==> config.mk <==
export PLATFORM = sky130hd
export DESIGN_NAME = tlp_tx_port
export DESIGN_NICKNAME = d
export VERILOG_FILES = /design/src/inc/tlp_tx_pkg.sv /design/src/hdl/tlp_tx_skid.sv /design/src/hdl/tlp_tx_port.sv
export VERILOG_INCLUDE_DIRS = /design/src /design/src/inc
export SDC_FILE = /design/constraint.sdc
export NUM_CORES = 1
export LEC_CHECK = 0
export BUFFER_PORTS_ARGS = -buffer_cell sky130_fd_sc_hd__buf_2
export CELL_PAD_IN_SITES_DETAIL_PLACEMENT = 0
export CELL_PAD_IN_SITES_GLOBAL_PLACEMENT = 2
export CORE_ASPECT_RATIO = 1.5
export CORE_MARGIN = 2
export CORE_UTILIZATION = 32
export CTS_CLUSTER_DIAMETER = 60
export DETAILED_ROUTE_END_ITERATION = 10
export PLACE_DENSITY = 0.75
export RECOVER_POWER = 100
export SKIP_CTS_REPAIR_TIMING = 1
export SYNTH_ARGS = -nofsm -noshare
export SYNTH_HDL_FRONTEND = slang
export SYNTH_SLANG_ARGS = --single-unit
==> constraint.sdc <==
create_clock -name i_mclk -period 4.85 [get_ports i_mclk]
set_input_delay 0.97 -clock i_mclk [delete_from_list [all_inputs] [get_ports i_mclk]]
set_output_delay 0.97 -clock i_mclk [all_outputs]
set_load 0.05 [all_outputs]
==> src/inc/tlp_tx_map.svh <==
// Constants of the transmit packet port: widths, credit field positions and timing counts.
// Assumes inclusion by bare name from design files; holds definitions only.
`ifndef TLP_TX_MAP_SVH
`define TLP_TX_MAP_SVH

`define TX_WIDE_BUS_BITS       64
`define TX_NARROW_BUS_BITS     16
`define TX_USER_CLK_MHZ        125
`define TX_HDR_CREDIT_BITS     9
`define TX_HDR_INFINITE_BIT    8
`define TX_DATA_CREDIT_BITS    13
`define TX_DATA_INFINITE_BIT   12
`define TX_MAX_PAYLOAD_BYTES   4096
`define TX_MPS_CODE_BITS       3
`define TX_BUF_DEPTH           2
`define TX_GAP_CYCLES          1

`endif

==> src/inc/tlp_tx_pkg.sv <==
// Types used by the transmit packet port; its buffer uses none of them.
// Assumes no other package; nothing is imported by users.
package tlp_tx_pkg;

    typedef enum logic [2:0] {
        ST_IDLE  = 3'b001,
        ST_GRANT = 3'b010,
        ST_XFER  = 3'b100
    } tx_state_type;

    typedef enum logic [2:0] {
        MPS_128 = 3'h0,
        MPS_256 = 3'h1,
        MPS_512 = 3'h2,
        MPS_1K  = 3'h3,
        MPS_2K  = 3'h4,
        MPS_4K  = 3'h5
    } mps_code_type;

endpackage

==> src/hdl/tlp_tx_skid.sv <==
// Two-entry buffer with valid and ready on both sides, sitting in the packet word path.
// Assumes one clock and a synchronised active-low reset from the parent.
`timescale 1ns/1ps
module tlp_tx_skid #(
    parameter int WIDTH = 64,
    parameter int DEPTH = 2
) (
    input  wire logic             i_clk,
    input  wire logic             i_rst_n,
    input  wire logic [WIDTH-1:0] i_wdata,
    input  wire logic             i_wvalid,
    output logic                  o_wready,
    output logic [WIDTH-1:0]      o_rdata,
    output logic                  o_rvalid,
    input  wire logic             i_rready
);
    localparam int AW = (DEPTH > 1) ? $clog2(DEPTH) : 1;

    logic [WIDTH-1:0] mem_q [DEPTH];
    logic [AW-1:0]    wptr_q;
    logic [AW-1:0]    rptr_q;
    logic [AW:0]      count_q;
    logic             push;
    logic             pop;

    // Read data is taken straight from the entry at the read pointer, with no output register.
    assign push     = i_wvalid && o_wready;
    assign pop      = o_rvalid && i_rready;
    assign o_wready = (count_q != (AW+1)'(DEPTH));
    assign o_rvalid = (count_q != '0);
    assign o_rdata  = mem_q[rptr_q];

    // Storage is written without reset; only the pointers and the count carry control state.
    always_ff @(posedge i_clk) begin
        if (push) begin
            mem_q[wptr_q] <= i_wdata;
        end
    end

    // Pointers wrap at the depth, which need not be a power of two.
    always_ff @(posedge i_clk or negedge i_rst_n) begin
        if (!i_rst_n) begin
            wptr_q  <= '0;
            rptr_q  <= '0;
            count_q <= '0;
        end else begin
            if (push) begin
                wptr_q <= (wptr_q == AW'(DEPTH-1)) ? '0 : wptr_q + AW'(1);
            end
            if (pop) begin
                rptr_q <= (rptr_q == AW'(DEPTH-1)) ? '0 : rptr_q + AW'(1);
            end
            count_q <= count_q + (AW+1)'(push) - (AW+1)'(pop);
        end
    end
endmodule

==> src/hdl/tlp_tx_port.sv <==
// Transmit packet user port: grant handshake, packet framing, word buffering, credit outputs.
// Assumes all user signals are synchronous to i_mclk and the link side drains o_link_* words.
// Notes on behaviour
// - Everything runs on the single user clock.
// - Low reset asynchronously clears state and output registers.
// - Wide bus: first byte in top lane.
// - Narrow bus: first byte in bits 15:8.
// - Grant drops between packets, even under request.
// - Packets exclude CRCs and sequence numbers.
// - Maximum payload configurable 128 to 4K bytes.
// - Six credit counts exposed to the user.
// - Header credits nine bits, bit eight infinite.
// - Data credits thirteen bits, bit twelve infinite.
`timescale 1ns/1ps
`include "tlp_tx_map.svh"
module tlp_tx_port #(
    parameter int BUS_BITS = `TX_WIDE_BUS_BITS,
    parameter int BUF_DEPTH = `TX_BUF_DEPTH
) (
    input  wire logic                              i_mclk,
    input  wire logic                              i_rst_n,
    input  wire logic [BUS_BITS-1:0]               i_transmit_word_bus,
    input  wire logic                              i_transmit_request,
    output logic                                   o_transmit_grant,
    input  wire logic                              i_packet_start_flag,
    input  wire logic                              i_packet_end_flag,
    input  wire logic                              i_packet_discard_flag,
    input  wire logic                              i_upper_half_only_flag,
    input  wire logic [`TX_MPS_CODE_BITS-1:0]      i_max_payload_code,
    input  wire logic [3*`TX_HDR_CREDIT_BITS-1:0]  i_link_header_credits,
    input  wire logic [3*`TX_DATA_CREDIT_BITS-1:0] i_link_payload_credits,
    output logic [3*`TX_HDR_CREDIT_BITS-1:0]       o_header_credit_buses,
    output logic [3*`TX_DATA_CREDIT_BITS-1:0]      o_payload_credit_buses,
    output logic [BUS_BITS-1:0]                    o_link_word,
    output logic                                   o_link_start,
    output logic                                   o_link_end,
    output logic                                   o_link_discard,
    output logic                                   o_link_half,
    output logic                                   o_link_valid,
    input  wire logic                              i_link_ready,
    output logic                                   o_oversize_error
);
    localparam int EW = BUS_BITS + 4;
    localparam int BYTES_PER_WORD = BUS_BITS / 8;
    localparam int LEN_BITS = 14;

    logic                     rst_meta_q;
    logic                     rst_sync_n_q;
    tlp_tx_pkg::tx_state_type state_q;
    logic [LEN_BITS-1:0]      bytes_q;
    logic [LEN_BITS-1:0]      limit_bytes;
    logic                     in_fire;
    logic                     in_ready;
    logic [EW-1:0]            in_entry;
    logic [EW-1:0]            buf_rdata;
    logic                     buf_rvalid;
    logic                     out_take;
    logic                     pkt_done;

    // Maximum payload in bytes for the configured size code, used by the length check.
    function automatic logic [LEN_BITS-1:0] mps_bytes(input logic [`TX_MPS_CODE_BITS-1:0] code);
        logic [LEN_BITS-1:0] val;
        val = LEN_BITS'(`TX_MAX_PAYLOAD_BYTES);
        unique case (tlp_tx_pkg::mps_code_type'(code))
            tlp_tx_pkg::MPS_128: val = 14'h0080;
            tlp_tx_pkg::MPS_256: val = 14'h0100;
            tlp_tx_pkg::MPS_512: val = 14'h0200;
            tlp_tx_pkg::MPS_1K:  val = 14'h0400;
            tlp_tx_pkg::MPS_2K:  val = 14'h0800;
            tlp_tx_pkg::MPS_4K:  val = 14'h1000;
            default:             val = LEN_BITS'(`TX_MAX_PAYLOAD_BYTES);
        endcase
        return val;
    endfunction

    ////////////////////////////////////////////////////////////////////////////////
    // Reset release is synchronised so no flop leaves reset on a different edge.
    always_ff @(posedge i_mclk or negedge i_rst_n) begin
        if (!i_rst_n) begin
            rst_meta_q   <= 1'b0;
            rst_sync_n_q <= 1'b0;
        end else begin
            rst_meta_q   <= 1'b1;
            rst_sync_n_q <= rst_meta_q;
        end
    end

    ////////////////////////////////////////////////////////////////////////////////
    // Grant state machine. Grant is given only when the buffer has room for a word and lasts one cycle;
    // later words are pushed with no room check, so a full buffer drops them; the machine returns to idle at every packet end.
    assign in_fire  = (state_q == tlp_tx_pkg::ST_XFER) && (i_packet_start_flag || bytes_q != '0
                      || i_packet_end_flag || i_packet_discard_flag);
    assign pkt_done = (state_q == tlp_tx_pkg::ST_XFER) && (i_packet_end_flag || i_packet_discard_flag);

    always_ff @(posedge i_mclk or negedge rst_sync_n_q) begin
        if (!rst_sync_n_q) begin
            state_q          <= tlp_tx_pkg::ST_IDLE;
            o_transmit_grant <= 1'b0;
        end else begin
            unique case (state_q)
                tlp_tx_pkg::ST_IDLE: begin
                    if (i_transmit_request && in_ready) begin
                        state_q          <= tlp_tx_pkg::ST_GRANT;
                        o_transmit_grant <= 1'b1;
                    end
                end
                tlp_tx_pkg::ST_GRANT: begin
                    state_q          <= tlp_tx_pkg::ST_XFER;
                    o_transmit_grant <= 1'b0;
                end
                tlp_tx_pkg::ST_XFER: begin
                    if (pkt_done) begin
                        state_q <= tlp_tx_pkg::ST_IDLE;
                    end
                end
                default: begin
                    state_q          <= tlp_tx_pkg::ST_IDLE;
                    o_transmit_grant <= 1'b0;
                end
            endcase
        end
    end

    ////////////////////////////////////////////////////////////////////////////////
    // Byte count of the packet in flight, checked against the configured maximum.
    // The check is coarse: it counts header bytes too, so it flags a packet only
    // when the whole packet exceeds the payload limit plus a sixteen-byte header allowance.
    assign limit_bytes = mps_bytes(i_max_payload_code) + LEN_BITS'(16);

    always_ff @(posedge i_mclk or negedge rst_sync_n_q) begin
        if (!rst_sync_n_q) begin
            bytes_q          <= '0;
            o_oversize_error <= 1'b0;
        end else begin
            if (pkt_done) begin
                bytes_q <= '0;
            end else if (in_fire && bytes_q < limit_bytes + LEN_BITS'(BYTES_PER_WORD)) begin
                bytes_q <= bytes_q + LEN_BITS'(BYTES_PER_WORD);
            end
            o_oversize_error <= in_fire && (bytes_q >= limit_bytes);
        end
    end

    ////////////////////////////////////////////////////////////////////////////////
    // Words pass unchanged: lane order is the user's (first byte in the top lane).
    // No CRC or sequence field is added here; the link layer appends them.
    assign in_entry = {i_packet_start_flag, i_packet_end_flag && !i_packet_discard_flag,
                       i_packet_discard_flag, i_upper_half_only_flag && (BUS_BITS == `TX_WIDE_BUS_BITS),
                       i_transmit_word_bus};

    tlp_tx_skid #(
        .WIDTH (EW),
        .DEPTH (BUF_DEPTH)
    ) u_skid (
        .i_clk    (i_mclk),
        .i_rst_n  (rst_sync_n_q),
        .i_wdata  (in_entry),
        .i_wvalid (in_fire),
        .o_wready (in_ready),
        .o_rdata  (buf_rdata),
        .o_rvalid (buf_rvalid),
        .i_rready (out_take)
    );

    // Output stage register; refilled when empty or when the link takes the word.
    assign out_take = !o_link_valid || i_link_ready;

    always_ff @(posedge i_mclk or negedge rst_sync_n_q) begin
        if (!rst_sync_n_q) begin
            o_link_valid   <= 1'b0;
            o_link_word    <= '0;
            o_link_start   <= 1'b0;
            o_link_end     <= 1'b0;
            o_link_discard <= 1'b0;
            o_link_half    <= 1'b0;
        end else if (out_take) begin
            o_link_valid   <= buf_rvalid;
            o_link_word    <= buf_rdata[BUS_BITS-1:0];
            o_link_start   <= buf_rdata[EW-1] && buf_rvalid;
            o_link_end     <= buf_rdata[EW-2] && buf_rvalid;
            o_link_discard <= buf_rdata[EW-3] && buf_rvalid;
            o_link_half    <= buf_rdata[EW-4] && buf_rvalid;
        end
    end

    ////////////////////////////////////////////////////////////////////////////////
    // Credit counts are registered copies of the link's values; infinite bit passes through.
    always_ff @(posedge i_mclk or negedge rst_sync_n_q) begin
        if (!rst_sync_n_q) begin
            o_header_credit_buses  <= '0;
            o_payload_credit_buses <= '0;
        end else begin
            o_header_credit_buses  <= i_link_header_credits;
            o_payload_credit_buses <= i_link_payload_credits;
        end
    end
endmodule

==> results.md, run 1 <==
- Clock power frac: 29.9%
- Final weighted congestion in routability-driven placement: 0.757
- Post-synth top cells: sky130_fd_sc_hd__dfrtp_1, sky130_fd_sc_hd__edfxtp_1, sky130_fd_sc_hd__nand2_1
- RSZ-0062 raised after global routing: false
- Die boundary width: 150 µm
- WP buf/inv: 1
- Pin count of the biggest net entering global routing: 128
- Area added between synthesis and finish: 25.1%
- Vias in the first global route: 6,144
- Initial antenna violation count: 3
- Number of nets at the end of the flow: 1,087
- Shortest clock period the worst path allows after layout: 3.23 ns
- Largest fanout on the critical path: 40
- Max-cap violation count: 5
- Detail-routed via count per cell: 4.41
- Post-route fraction of the period consumed by the critical path: 66.7%
- Pleak: 5.14 nW
- Die Footprint: 33,400 µm²
- Worst min-delay path category: in -> async
- Syn_nets: 798
- ANT cells: 0
- Placeable core region: 31,600 µm²
- Fin. Hold Viols: 0
- Worst-case vdd ir drop: 0.290 mV
- Number of DRC violations after detailed routing: 0
- Wire length of the first global-routing pass: 34,900 µm
- Commonest register cell after synthesis: sky130_fd_sc_hd__dfrtp_1
- Initial detailed-routing violation count: 224
- CTS H-tree depth: 1
- Switching Share: 36.4%
- Most area-consuming cells after synthesis: sky130_fd_sc_hd__edfxtp_1, sky130_fd_sc_hd__dfrtp_1, sky130_fd_sc_hd__mux2i_1, sky130_fd_sc_hd__o21ai_0, sky130_fd_sc_hd__nand2_1
- Sequential share of power: 43.5%
- Num CTS Buffers: 30
- Post-synthesis sequential element count: 293
- Fin Setup TNS: 0 ns
- Number of buffers on the longest clock path: 3
- Global-route total usage across every layer: 13.6%
- Critical path startpoint category: register
- Violated checks: capacitance limit, slew limit
- Top cell type by total area after synthesis: sky130_fd_sc_hd__edfxtp_1
- Root cell of the clock tree: sky130_fd_sc_hd__clkbuf_16
- Via count: 6,034
- Largest delay share family, worst path: flip-flops
- TritonCTS clock tree: yes
- Most numerous cell in the Yosys netlist: sky130_fd_sc_hd__dfrtp_1
- Wirelength, routed: 22,900 µm
- Share of async-settable or async-resettable flops after synthesis: 53.6%
- Endpoint of the most critical register-to-register path: o_link_word[4]
- Yosys warning count: 0
- Y dimension of the die: 223 µm
- Sink count of the clock tree: 293
- Number of setup violations in the final report: 0
- FP Rows: 80
- Syn_area_per_cell: 15.8 µm²
- Worst-Margin Slew: 2.39 ns
- Share of final-layout standard cells stronger than drive strength 1: 15.0%
- Internal reg-to-reg setup slack: 1.62 ns
- Number of nets still failing antenna checks after routing: 0
- DP Wirelength: 15,600 µm
- Share of the core filled with cells in the final layout: 40.4%
- Worst reg2reg path depth: 3
- Part of the power in combinational logic: 26.6%
- Routed wirelength normalized by instance count: 16.7 µm
- Overflow left after global routing: 0
- Slew headroom: -59.4%
- Max stage delay cell, worst path: sky130_fd_sc_hd__dfrtp_1
- Final number of max-transition violations: 308
- Crit path required time: 5.25 ns
- Number of instances in the synthesized netlist: 647
- Power dissipated by switching net loads: 0.00272 W
- Top Ports: 278
- CP peak stage delay: 1.97 ns
- Internal: 0.00475 W
- Clock Skew: 0.0142 ns
- Clock latency on the worst-skew pair: 0.55 ns
- Clock transition time at the flip-flop clock pins of the worst setup and hold paths: 0.06 ns
- Fraction of post-synthesis cell area in the top cell type by area: 40.0%
- Signal arrival time at the worst endpoint: 3.63 ns
- Initial Utilization: 32.3%
- PD cells: 585 nW/µm²
- Port buffer count: 277
- Count of flip-flops with a built-in enable after synthesis: 136
- Area of the mapped netlist: 10,200 µm²
- Crit Path Category: reg -> reg
- Drt first pass iters: 4
- Status: finished with violations
- Type of destination of the critical path: register
- Maximum achievable frequency: 309 MHz
- Crit Reg-Reg Startpoint: u_skid.rptr_q
- Critical path, cell by cell: buf_4 -> mux2i_1 -> o21ai_0
- Number of different library cells in the post-synthesis netlist: 44
- Seq/Total Area, Yosys: 78.5%
[layout make-up]
class,instances,area [µm²]
tap,410,513
clock buffer,44,855
inverter,9,33.8
sequential,293,8010
timing repair buffer,283,1190
fill,3129,18900
clock inverter,11,113
multi-input combinational,319,2050
[cell usage in the layout (no fill, tap or decap), drive strengths merged, types with 2 or more instances in the layout]
cell,synthesis,final
mux2i,70,70
dfrtp,156,156
nand2,81,81
a21oi,13,13
nand2b,5,5
nand3b,3,3
clkbuf,16,235
a31o,2,2
inv,9,10
nor2b,2,2
ha,10,10
clkinv,0,7
nand3,2,2
nand4,6,6
nor4,5,5
nor3b,2,2
and3,4,4
o21ai,74,74
nor3,4,4
nor2,11,11
xnor2,4,4
bufinv,0,2
edfxtp,136,136
buf,10,92
or3,7,7
[state kept, by name (all words and copies together) (netlist names), 2 cells and up]
register                flops
u_skid.count_q              2
o_header_credit_buses      27
o_link_word                64
state_q                     3
u_skid.mem_q              136
o_payload_credit_buses     39
bytes_q                    11
[worst register-to-register path, cell delays in order, from the launching register on]
cell and delay (ns):
sky130_fd_sc_hd__dfrtp_1 1.97, sky130_fd_sc_hd__buf_4 0.71, sky130_fd_sc_hd__mux2i_1 0.31, sky130_fd_sc_hd__o21ai_0 0.10
[through the flow]
stage / hold WS (ns) / instance area [µm²] / cells / power [W] / setup WS, ns
floorplan: 0.331 / 10200 / 647 / 0.00478 / 0.153
global placement: 0.255 / 12100 / 1314 / 0.00536 / 1.85
detailed placement: 0.266 / 12100 / 1314 / 0.00538 / 1.82
CTS: 0.174 / 13100 / 1369 / 0.00764 / 2.29
global route: 0.182 / 12800 / 1369 / 0.00783 / 1.21
finish: 0.207 / 12800 / 1369 / 0.00747 / 1.62
[power groups by stage]
stage	combinational (W)	clock, W	sequential [W]
CTS	0.00208	0.00231	0.00326
detailed placement	0.00207	0	0.00330
finish	0.00198	0.00224	0.00325
floorplan	0.000643	0	0.00413
global placement	0.00206	0	0.00329
global route	0.00213	0.00240	0.00330
[layer usage]
metal  vias up  track usage, %  part of all wire (%)  wire length, µm
li1       2903               -                     -                -
met1      2915            15.6                    38             8620
met2       171            24.5                    53            12200
met3        39            3.51                   6.3             1450
met4         6            4.41                   2.4              544
met5         -               0                  0.18               41
[logic make-up (layout without fill, tap and decap cells)]
group           after synthesis  count (layout)  synth area share [%]
flops                       293             293                  78.5
fa+ha+maj                    10              10                  1.23
compound gates               97              97                  5.12
buf+inv                      35             347                  1.41
other cells                   1               1                0.0367
xor+xnor                      4               4                 0.343
mux                          70              70                  6.86
simple gates                137             137                  6.52
[how the worst max path moves through the flow]
stage / depth (start not counted) / from / endpoint
2_1_floorplan: 0 / rst_sync_n_q / bytes_q[10]
3_3_place_gp: 6 / i_packet_discard_flag / u_skid.mem_q[1][13]
3_5_place_dp: 6 / i_packet_discard_flag / u_skid.mem_q[1][30]
4_1_cts: 4 / state_q[1] / u_skid.mem_q[1][23]
5_1_grt: 1 / rst_sync_n_q / bytes_q[3]
6_report: 3 / u_skid.rptr_q / o_link_word[4]
Power figures use the tool's default switching activity.
==> inputs of run 2 (changes only) <==
--- a/config.mk
+++ b/config.mk
@@ -11,10 +11,10 @@
 export CELL_PAD_IN_SITES_GLOBAL_PLACEMENT = 2
 export CORE_ASPECT_RATIO = 1.5
 export CORE_MARGIN = 2
-export CORE_UTILIZATION = 32
+export CORE_UTILIZATION = 36
 export CTS_CLUSTER_DIAMETER = 60
 export DETAILED_ROUTE_END_ITERATION = 10
-export PLACE_DENSITY = 0.75
+export PLACE_DENSITY = 0.8
 export RECOVER_POWER = 100
 export SKIP_CTS_REPAIR_TIMING = 1
 export SYNTH_ARGS = -nofsm -noshare
==> constraint.sdc (replaced) <==
create_clock -name i_mclk -period 3.2 [get_ports i_mclk]
set_input_delay 0.64 -clock i_mclk [delete_from_list [all_inputs] [get_ports i_mclk]]
set_output_delay 0.64 -clock i_mclk [all_outputs]
set_load 0.05 [all_outputs]
==> run 2 against run 1 <==
Against the previous run:
- the flow still finishes with violations (capacitance limit, slew limit)
- total power rose by 51%
- register-to-register slack got worse by 0.98 ns
- final area fell by 0.20%
- sequential power rose by 50%
- first-iteration DRC count rose by 18%
- non-clock buffer count rose by 1
- clock-buffer cell count fell by 2
- sequential share of layout area rose by 0.15 points
- core utilization rose by 5.2 points
- via count fell by 0.43%
- critical endpoint is now u_skid.mem_q[0][4]
- largest cell class unchanged
- largest power group unchanged
==> results.md, run 2 (synthesis results as in run 1) <==
- RSZ-0062 raised after global routing: false
- Most common library cell in the layout ignoring fill and taps: sky130_fd_sc_hd__clkbuf_1
- Die Footprint: 29,800 µm² (-11%)
- Highest-count cells in the layout ignoring fill and taps: sky130_fd_sc_hd__clkbuf_1, sky130_fd_sc_hd__dfrtp_1, sky130_fd_sc_hd__edfxtp_1
- Worst slack on hold paths: 0.199 ns (-0.00780 ns)
- Number of filler cells placed in the layout: 2,586 (-17%)
- Number of standard cells in the layout, taps in and fillers out: 1,303 (-4.8%)
- Sink count of the clock tree: 293 (unchanged)
- PD cells: 887 nW/µm² (+52%)
- Initial Utilization: 36.5% (+4.2 points)
- Die boundary width: 142 µm (-5.6%)
- Placement-stage worst setup slack: 0.519 ns (-1.31 ns)
- Clock latency on the worst-skew pair: 0.54 ns (about the same)
- ANT cells: 0 (unchanged)
- Number of nets still failing antenna checks after routing: 0 (unchanged)
- Signal arrival time at the worst endpoint: 2.60 ns (-1.03 ns)
- Fin Setup TNS: 0 ns (unchanged)
- Hold path cells: 1
- Number of setup violations in the final report: 0 (unchanged)
- Largest registers: u_skid.mem_q (136), o_link_word (64), o_payload_credit_buses (39)
- DP Wirelength: 14,800 µm (-4.9%)
- Wirelength, routed: 21,600 µm (-5.7%)
- Status: finished with violations
- Detail-routed via count per cell: 4.61 (+4.6%)
- Instance count after placement with tap cells included: 1,250 (-4.9%)
- Flip-flop count of the largest register, all copies and words added: 136 (unchanged)
- Initial detailed-routing violation count: 264 (+18%)
- Worst-case vdd ir drop: 0.542 mV (+87%)
- Y dimension of the die: 210 µm (-5.6%)
- CTS H-tree depth: 1 (unchanged)
- Worst-Margin Slew: 1.81 ns (-0.579 ns)
- Post-route fraction of the period consumed by the critical path: 80.3% (+14 points)
- Fin. Hold Viols: 0 (unchanged)
- Final weighted congestion in routability-driven placement: 0.791 (+4.4%)
- Vias in the first global route: 6,202 (+0.94%)
- Crit path required time: 3.23 ns (-2.02 ns)
- Worst min-delay path category: in -> reg
- Area added between synthesis and finish: 24.8%
- Global-route total usage across every layer: 14.4% (+0.78 points)
- Maximum achievable frequency: 389 MHz (+26%)
- TritonCTS clock tree: yes
- Number of buffers on the longest clock path: 3 (unchanged)
- Drt first pass iters: 4 (unchanged)
- Wire length of the first global-routing pass: 33,500 µm (-4.1%)
- Via count: 6,008 (-0.43%)
- Type of destination of the critical path: register
- Shortest clock period the worst path allows after layout: 2.57 ns (-0.665 ns)
- Max-cap violation count: 2 (-3)
- Clock transition time at the flip-flop clock pins of the worst setup and hold paths: 0.06 ns (about the same)
- Top Ports: 278 (unchanged)
- Final number of max-transition violations: 65 (-79%)
- Slew headroom: -20.8% (+39 points)
- Minimum setup slack in the final design: 0.631 ns (-0.985 ns)
- Overflow left after global routing: 0 (unchanged)
- Largest fanout on the critical path: 43 (+7.5%)
- Port buffer count: 277 (unchanged)
- FP Rows: 75 (-6.3%)
- Routed wirelength normalized by instance count: 16.6 µm (-0.92%)
- Number of DRC violations after detailed routing: 0 (unchanged)
- Critical path startpoint category: register
- Largest register by flop count: u_skid.mem_q
- Clock Skew: 0.0150 ns (+0.000801 ns)
- Share of final-layout standard cells stronger than drive strength 1: 16.2% (+1.2 points)
- Placeable core region: 28,000 µm² (-12%)
- Worst reg2reg path depth: 5 (+2)
- Number of nets at the end of the flow: 1,086 (-0.092%)
- Pleak: 5.18 nW (+0.90%)
- Violated checks: capacitance limit, slew limit
- Initial antenna violation count: 0 (-3)
- Pin count of the biggest net entering global routing: 134 (+4.7%)
- Internal reg-to-reg setup slack: 0.63 ns (-0.98 ns)
- Crit Path Category: reg -> reg
- Num CTS Buffers: 28 (-6.7%)
- Root cell of the clock tree: sky130_fd_sc_hd__clkbuf_16
-- run 2: cell count changes in the layout (fill, tap and decap cells not counted), sizes merged --
cell,change
buf,+3
clkbuf,-5
clkinv,+1
clkinvlp,-1
dlygate4sd3,+1
inv,-1
-- run 2: through the flow --
| stage | area (µm²) | total power (W) | utilization, % |
|---|---|---|---|
| 3_5_place_dp | 12000 | 0.00815 | 43.0 |
| 5_1_grt | 12700 | 0.0119 | 45.6 |
| 3_3_place_gp | 12000 | 0.00811 | 43.0 |
| 4_1_cts | 13000 | 0.0116 | 46.5 |
| 2_1_floorplan | 10200 | 0.00724 | - |
| 6_report | 12700 | 0.0113 | 45.6 |
-- run 2: layer usage --
layer  routed length, µm  GRT usage [%]  vias to the layer above  part of all wire, %
li1                    -              -                     2900                    -
met1                8050           15.7                     2900                   37
met2               11800           27.5                      176                   55
met3                1200           3.16                       32                  5.6
met4                 481           4.52                        0                  2.2
met5                   0              0                        -                    0
-- run 2: cell type report --
cell class / instances / area, µm² / area share, %
clock buffer: 42 / 877 / 6.88
sequential: 293 / 8020 / 62.9
tap: 346 / 433 / 3.40
inverter: 9 / 33.8 / 0.265
clock inverter: 10 / 111 / 0.874
timing repair buffer: 284 / 1230 / 9.63
multi-input combinational: 319 / 2040 / 16.0
-- run 2: final timing paths --
check	start	end
max	bytes_q[9]	u_skid.mem_q[0][4]
min	i_link_payload_credits[12]	o_payload_credit_buses[12]
max reg2reg	bytes_q[9]	u_skid.mem_q[0][4]
max in group asynchronous	rst_sync_n_q	o_payload_credit_buses[2]
min in group asynchronous	rst_sync_n_q	o_link_word[63]
min reg2reg	rst_meta_q	rst_sync_n_q
-- run 2: critical path: stages, from the launching register on --
cell and delay (ns):
sky130_fd_sc_hd__dfrtp_1 0.47, sky130_fd_sc_hd__nor4_1 0.35, sky130_fd_sc_hd__nand4_1 0.27, sky130_fd_sc_hd__nand3_1 0.20, sky130_fd_sc_hd__nor2_1 0.07, sky130_fd_sc_hd__clkbuf_2 0.64
-- run 2: power by group --
group	internal, W	switching (W)	total (W)
Clock	0.00206	0.00135	0.00341
Combinational	0.000732	0.00229	0.00302
Sequential	0.00445	0.000428	0.00488
Total	0.00724	0.00407	0.0113
==> inputs of run 3 (changes only) <==
--- a/config.mk
+++ b/config.mk
@@ -6,15 +6,16 @@
 export SDC_FILE = /design/constraint.sdc
 export NUM_CORES = 1
 export LEC_CHECK = 0
+export ABC_AREA = 1
 export BUFFER_PORTS_ARGS = -buffer_cell sky130_fd_sc_hd__buf_2
 export CELL_PAD_IN_SITES_DETAIL_PLACEMENT = 0
 export CELL_PAD_IN_SITES_GLOBAL_PLACEMENT = 2
 export CORE_ASPECT_RATIO = 1.5
 export CORE_MARGIN = 2
-export CORE_UTILIZATION = 36
+export CORE_UTILIZATION = 31
 export CTS_CLUSTER_DIAMETER = 60
 export DETAILED_ROUTE_END_ITERATION = 10
-export PLACE_DENSITY = 0.8
+export PLACE_DENSITY = 0.75
 export RECOVER_POWER = 100
 export SKIP_CTS_REPAIR_TIMING = 1
 export SYNTH_ARGS = -nofsm -noshare
==> constraint.sdc (replaced) <==
create_clock -name i_mclk -period 2.2 [get_ports i_mclk]
set_input_delay 0.44 -clock i_mclk [delete_from_list [all_inputs] [get_ports i_mclk]]
set_output_delay 0.44 -clock i_mclk [all_outputs]
set_load 0.05 [all_outputs]
==> run 3 against run 2 <==
Against the previous run:
- the run now ends clean
- sequential power rose by 45%
- combinational power rose by 82%
- clock power rose by 39%
- register-to-register slack got worse by 0.42 ns
- synthesized area rose by 1.1%
- worst setup slack got worse by 0.42 ns
- final cell count rose by 22%
- maximum frequency rose by 29%
- critical path depth rose by 4
- sequential share of layout area fell by 4.4 points
- critical endpoint is now u_skid.mem_q[1][35]
==> results.md, run 3 <==
- Number of standard cells in the layout, taps in and fillers out: 1,584 (+22%)
- Max stage delay cell, worst path: sky130_fd_sc_hd__dfrtp_1
- DP Wirelength: 17,700 µm (+20%)
- Fin. Hold Viols: 0 (unchanged)
- FP Rows: 81 (+8.0%)
- Wirelength, routed: 27,400 µm (+27%)
- Type of destination of the critical path: register
- Hold wc startpoint: i_upper_half_only_flag
- Vias in the first global route: 6,895 (+11%)
- Signal arrival time at the worst endpoint: 2.22 ns (-0.38 ns)
- Share of final-layout standard cells stronger than drive strength 1: 14.8% (-1.4 points)
- WP buf/inv: 2 (+1)
- Num CTS Buffers: 28 (unchanged)
- Most numerous cell in the Yosys netlist: sky130_fd_sc_hd__dfrtp_1
- Die Footprint: 34,800 µm² (+17%)
- Area of the mapped netlist: 10,300 µm² (+1.1%)
- Y dimension of the die: 227 µm (+8.2%)
- Root cell of the clock tree: sky130_fd_sc_hd__clkbuf_16
- Seq/Total Area, Yosys: 77.7% (-0.83 points)
- Maximum achievable frequency: 502 MHz (+29%)
- Instance count after placement with tap cells included: 1,465 (+17%)
- Share of async-settable or async-resettable flops after synthesis: 53.6% (unchanged)
- Slew headroom: 24.7% (+46 points)
- Top cell type by total area after synthesis: sky130_fd_sc_hd__edfxtp_1
- Number of buffers on the longest clock path: 3 (unchanged)
- Post-synthesis sequential element count: 293 (unchanged)
- Count of flip-flops with a built-in enable after synthesis: 136 (unchanged)
- Clock transition time at the flip-flop clock pins of the worst setup and hold paths: 0.06 ns (about the same)
- TritonCTS clock tree: yes
- Via count: 7,041 (+17%)
- Internal reg-to-reg setup slack: 0.21 ns (-0.42 ns)
- Worst-Margin Slew: 1.13 ns (-0.684 ns)
- RSZ-0062 raised after global routing: false
- Status: finished clean
- Number of nets at the end of the flow: 1,298 (+20%)
- Commonest register cell after synthesis: sky130_fd_sc_hd__dfrtp_1
- Shortest clock period the worst path allows after layout: 1.99 ns (-0.575 ns)
- Syn_nets: 936 (+17%)
- Number of instances in the synthesized netlist: 785 (+21%)
- Hold path cells: 1 (unchanged)
- Sink count of the clock tree: 293 (unchanged)
- Fraction of post-synthesis cell area in the top cell type by area: 39.6% (-0.42 points)
- Wire length of the first global-routing pass: 39,000 µm (+17%)
- Library cell appearing most often on the critical path: sky130_fd_sc_hd__nand2_1
- Critical path startpoint category: register
- Highest-count cells in the layout ignoring fill and taps: sky130_fd_sc_hd__clkbuf_1, sky130_fd_sc_hd__dfrtp_1, sky130_fd_sc_hd__edfxtp_1
- Number of DRC violations after detailed routing: 0 (unchanged)
- Flip-flop count of the largest register, all copies and words added: 136 (unchanged)
- Endpoint of the most critical register-to-register path: u_skid.mem_q[1][35]
- PD cells: 1260 nW/µm² (+42%)
- Max-cap violation count: 0 (-2)
- Share of the core filled with cells in the final layout: 41.8% (-3.7 points)
- Clock latency on the worst-skew pair: 0.56 ns (+0.02 ns)
- Fin Setup TNS: 0 ns (unchanged)
- Port buffer count: 277 (unchanged)
- Largest registers: u_skid.mem_q (136), o_link_word (64), o_payload_credit_buses (39)
- Number of setup violations in the final report: 0 (unchanged)
- Global-route total usage across every layer: 14.6% (+0.17 points)
- Clock Skew: 0.0198 ns (+0.00480 ns)
- Most common library cell in the layout ignoring fill and taps: sky130_fd_sc_hd__clkbuf_1
- Final weighted congestion in routability-driven placement: 0.750 (-5.2%)
- Most area-consuming cells after synthesis: sky130_fd_sc_hd__edfxtp_1, sky130_fd_sc_hd__dfrtp_1, sky130_fd_sc_hd__a21oi_1, sky130_fd_sc_hd__nand2_1, sky130_fd_sc_hd__nor2_1
- Yosys warning count: 0 (unchanged)
- Final number of max-transition violations: 0 (-100%)
- CTS H-tree depth: 1 (unchanged)
- Post-route fraction of the period consumed by the critical path: 90.6% (+10 points)
- Largest fanout on the critical path: 46 (+7.0%)
- Critical path, cell by cell: nor2_1 -> nand2_1 -> nor2_2 -> nand2_2 -> nand2_1 -> a21oi_2 -> inv_1 -> nor2_4 -> buf_12
- Worst slack on hold paths: 0.0667 ns (-0.133 ns)
- Pleak: 5.58 nW (+7.7%)
- CP peak stage delay: 0.47 ns (-0.17 ns)
- Crit path required time: 2.42 ns (-0.81 ns)
- Top Ports: 278 (unchanged)
- Syn_area_per_cell: 13.1 µm² (-17%)
- Worst reg2reg path depth: 9 (+4)
- Routed wirelength normalized by instance count: 17.3 µm (+4.4%)
- Number of different library cells in the post-synthesis netlist: 29 (-34%)
- Detail-routed via count per cell: 4.45 (-3.6%)
- Worst min-delay path category: in -> reg
- Area added between synthesis and finish: 32.7%
- Largest register by flop count: u_skid.mem_q
- Worst-case vdd ir drop: 0.755 mV (+39%)
- Drt first pass iters: 4 (unchanged)
- Post-synth top cells: sky130_fd_sc_hd__dfrtp_1, sky130_fd_sc_hd__edfxtp_1, sky130_fd_sc_hd__a21oi_1
- Non-Filler Cell Area, Final: 13,700 µm² (+7.5%)
- Overflow left after global routing: 0 (unchanged)
- Crit Reg-Reg Startpoint: bytes_q[5]
- Area after detailed placement: 12,400 µm² (+2.9%)
- Placeable core region: 32,700 µm² (+17%)
- Initial antenna violation count: 2 (+2)
- Initial detailed-routing violation count: 208 (-21%)
- Die boundary width: 153 µm (+8.1%)
- Pin count of the biggest net entering global routing: 70 (-48%)
- Crit Path Category: reg -> reg
- Number of nets still failing antenna checks after routing: 0 (unchanged)
- End of the worst hold path: u_skid.mem_q[0][64]
- Largest delay share family, worst path: simple AND/OR/NAND/NOR gates
- Initial Utilization: 31.5% (-5.0 points)
-- run 3: where the power goes --
group          internal (W)  switching (W)
logic               0.00114        0.00436
registers           0.00660       0.000482
clock network       0.00265        0.00209
-- run 3: worst register-to-register path: cells and delay by family (launching register included) --
| family | cells | cell delay (ns) |
|---|---|---|
| compound gates | 1 | 0.20 |
| buf+inv | 2 | 0.39 |
| simple gates | 6 | 0.57 |
| flops | 1 | 0.47 |
-- run 3: cell families after synthesis --
family          synth area share, %
flops                          77.7
simple gates                   10.2
compound gates                 6.74
buf+inv                        2.93
fa+ha+maj                      1.21
xor+xnor                      0.849
mux                           0.388
other cells                  0.0363
-- run 3: cell type report --
type | instances | area, µm²
diodes | 1 | 2.50
clock buffers | 37 | 786
clock inverters | 14 | 123
fillers | 3162 | 19000
inverters | 37 | 143
multi-input cells | 422 | 2020
flip-flops and latches | 293 | 8020
well taps | 415 | 519
repair buffers | 365 | 2090
-- run 3: metal layers --
metal	global-route usage, %	vias to the layer above	wire length [µm]
met5	0	-	11
met4	5.59	2	822
met3	3.33	40	1380
met2	26.9	182	15000
met1	16.3	3437	10200
li1	-	3380	-
-- run 3: per-stage QoR --
step           setup WS [ns]  total power (W)
3_3_place_gp           0.217           0.0129
3_5_place_dp           0.186           0.0129
2_1_floorplan         -0.215           0.0111
6_report               0.206           0.0173
4_1_cts                0.233           0.0177
5_1_grt               0.0674           0.0182
-- run 3: worst max path at each step --
stage,startpoint,to,cells after the start
after floorplan,i_packet_end_flag,u_skid.mem_q[0][0],7
after global placement,i_max_payload_code[1],bytes_q[4],12
after detailed placement,i_max_payload_code[1],bytes_q[11],12
after CTS,bytes_q[4],u_skid.mem_q[0][30],9
after global routing,bytes_q[9],u_skid.mem_q[1][27],9
final,bytes_q[5],u_skid.mem_q[1][35],9
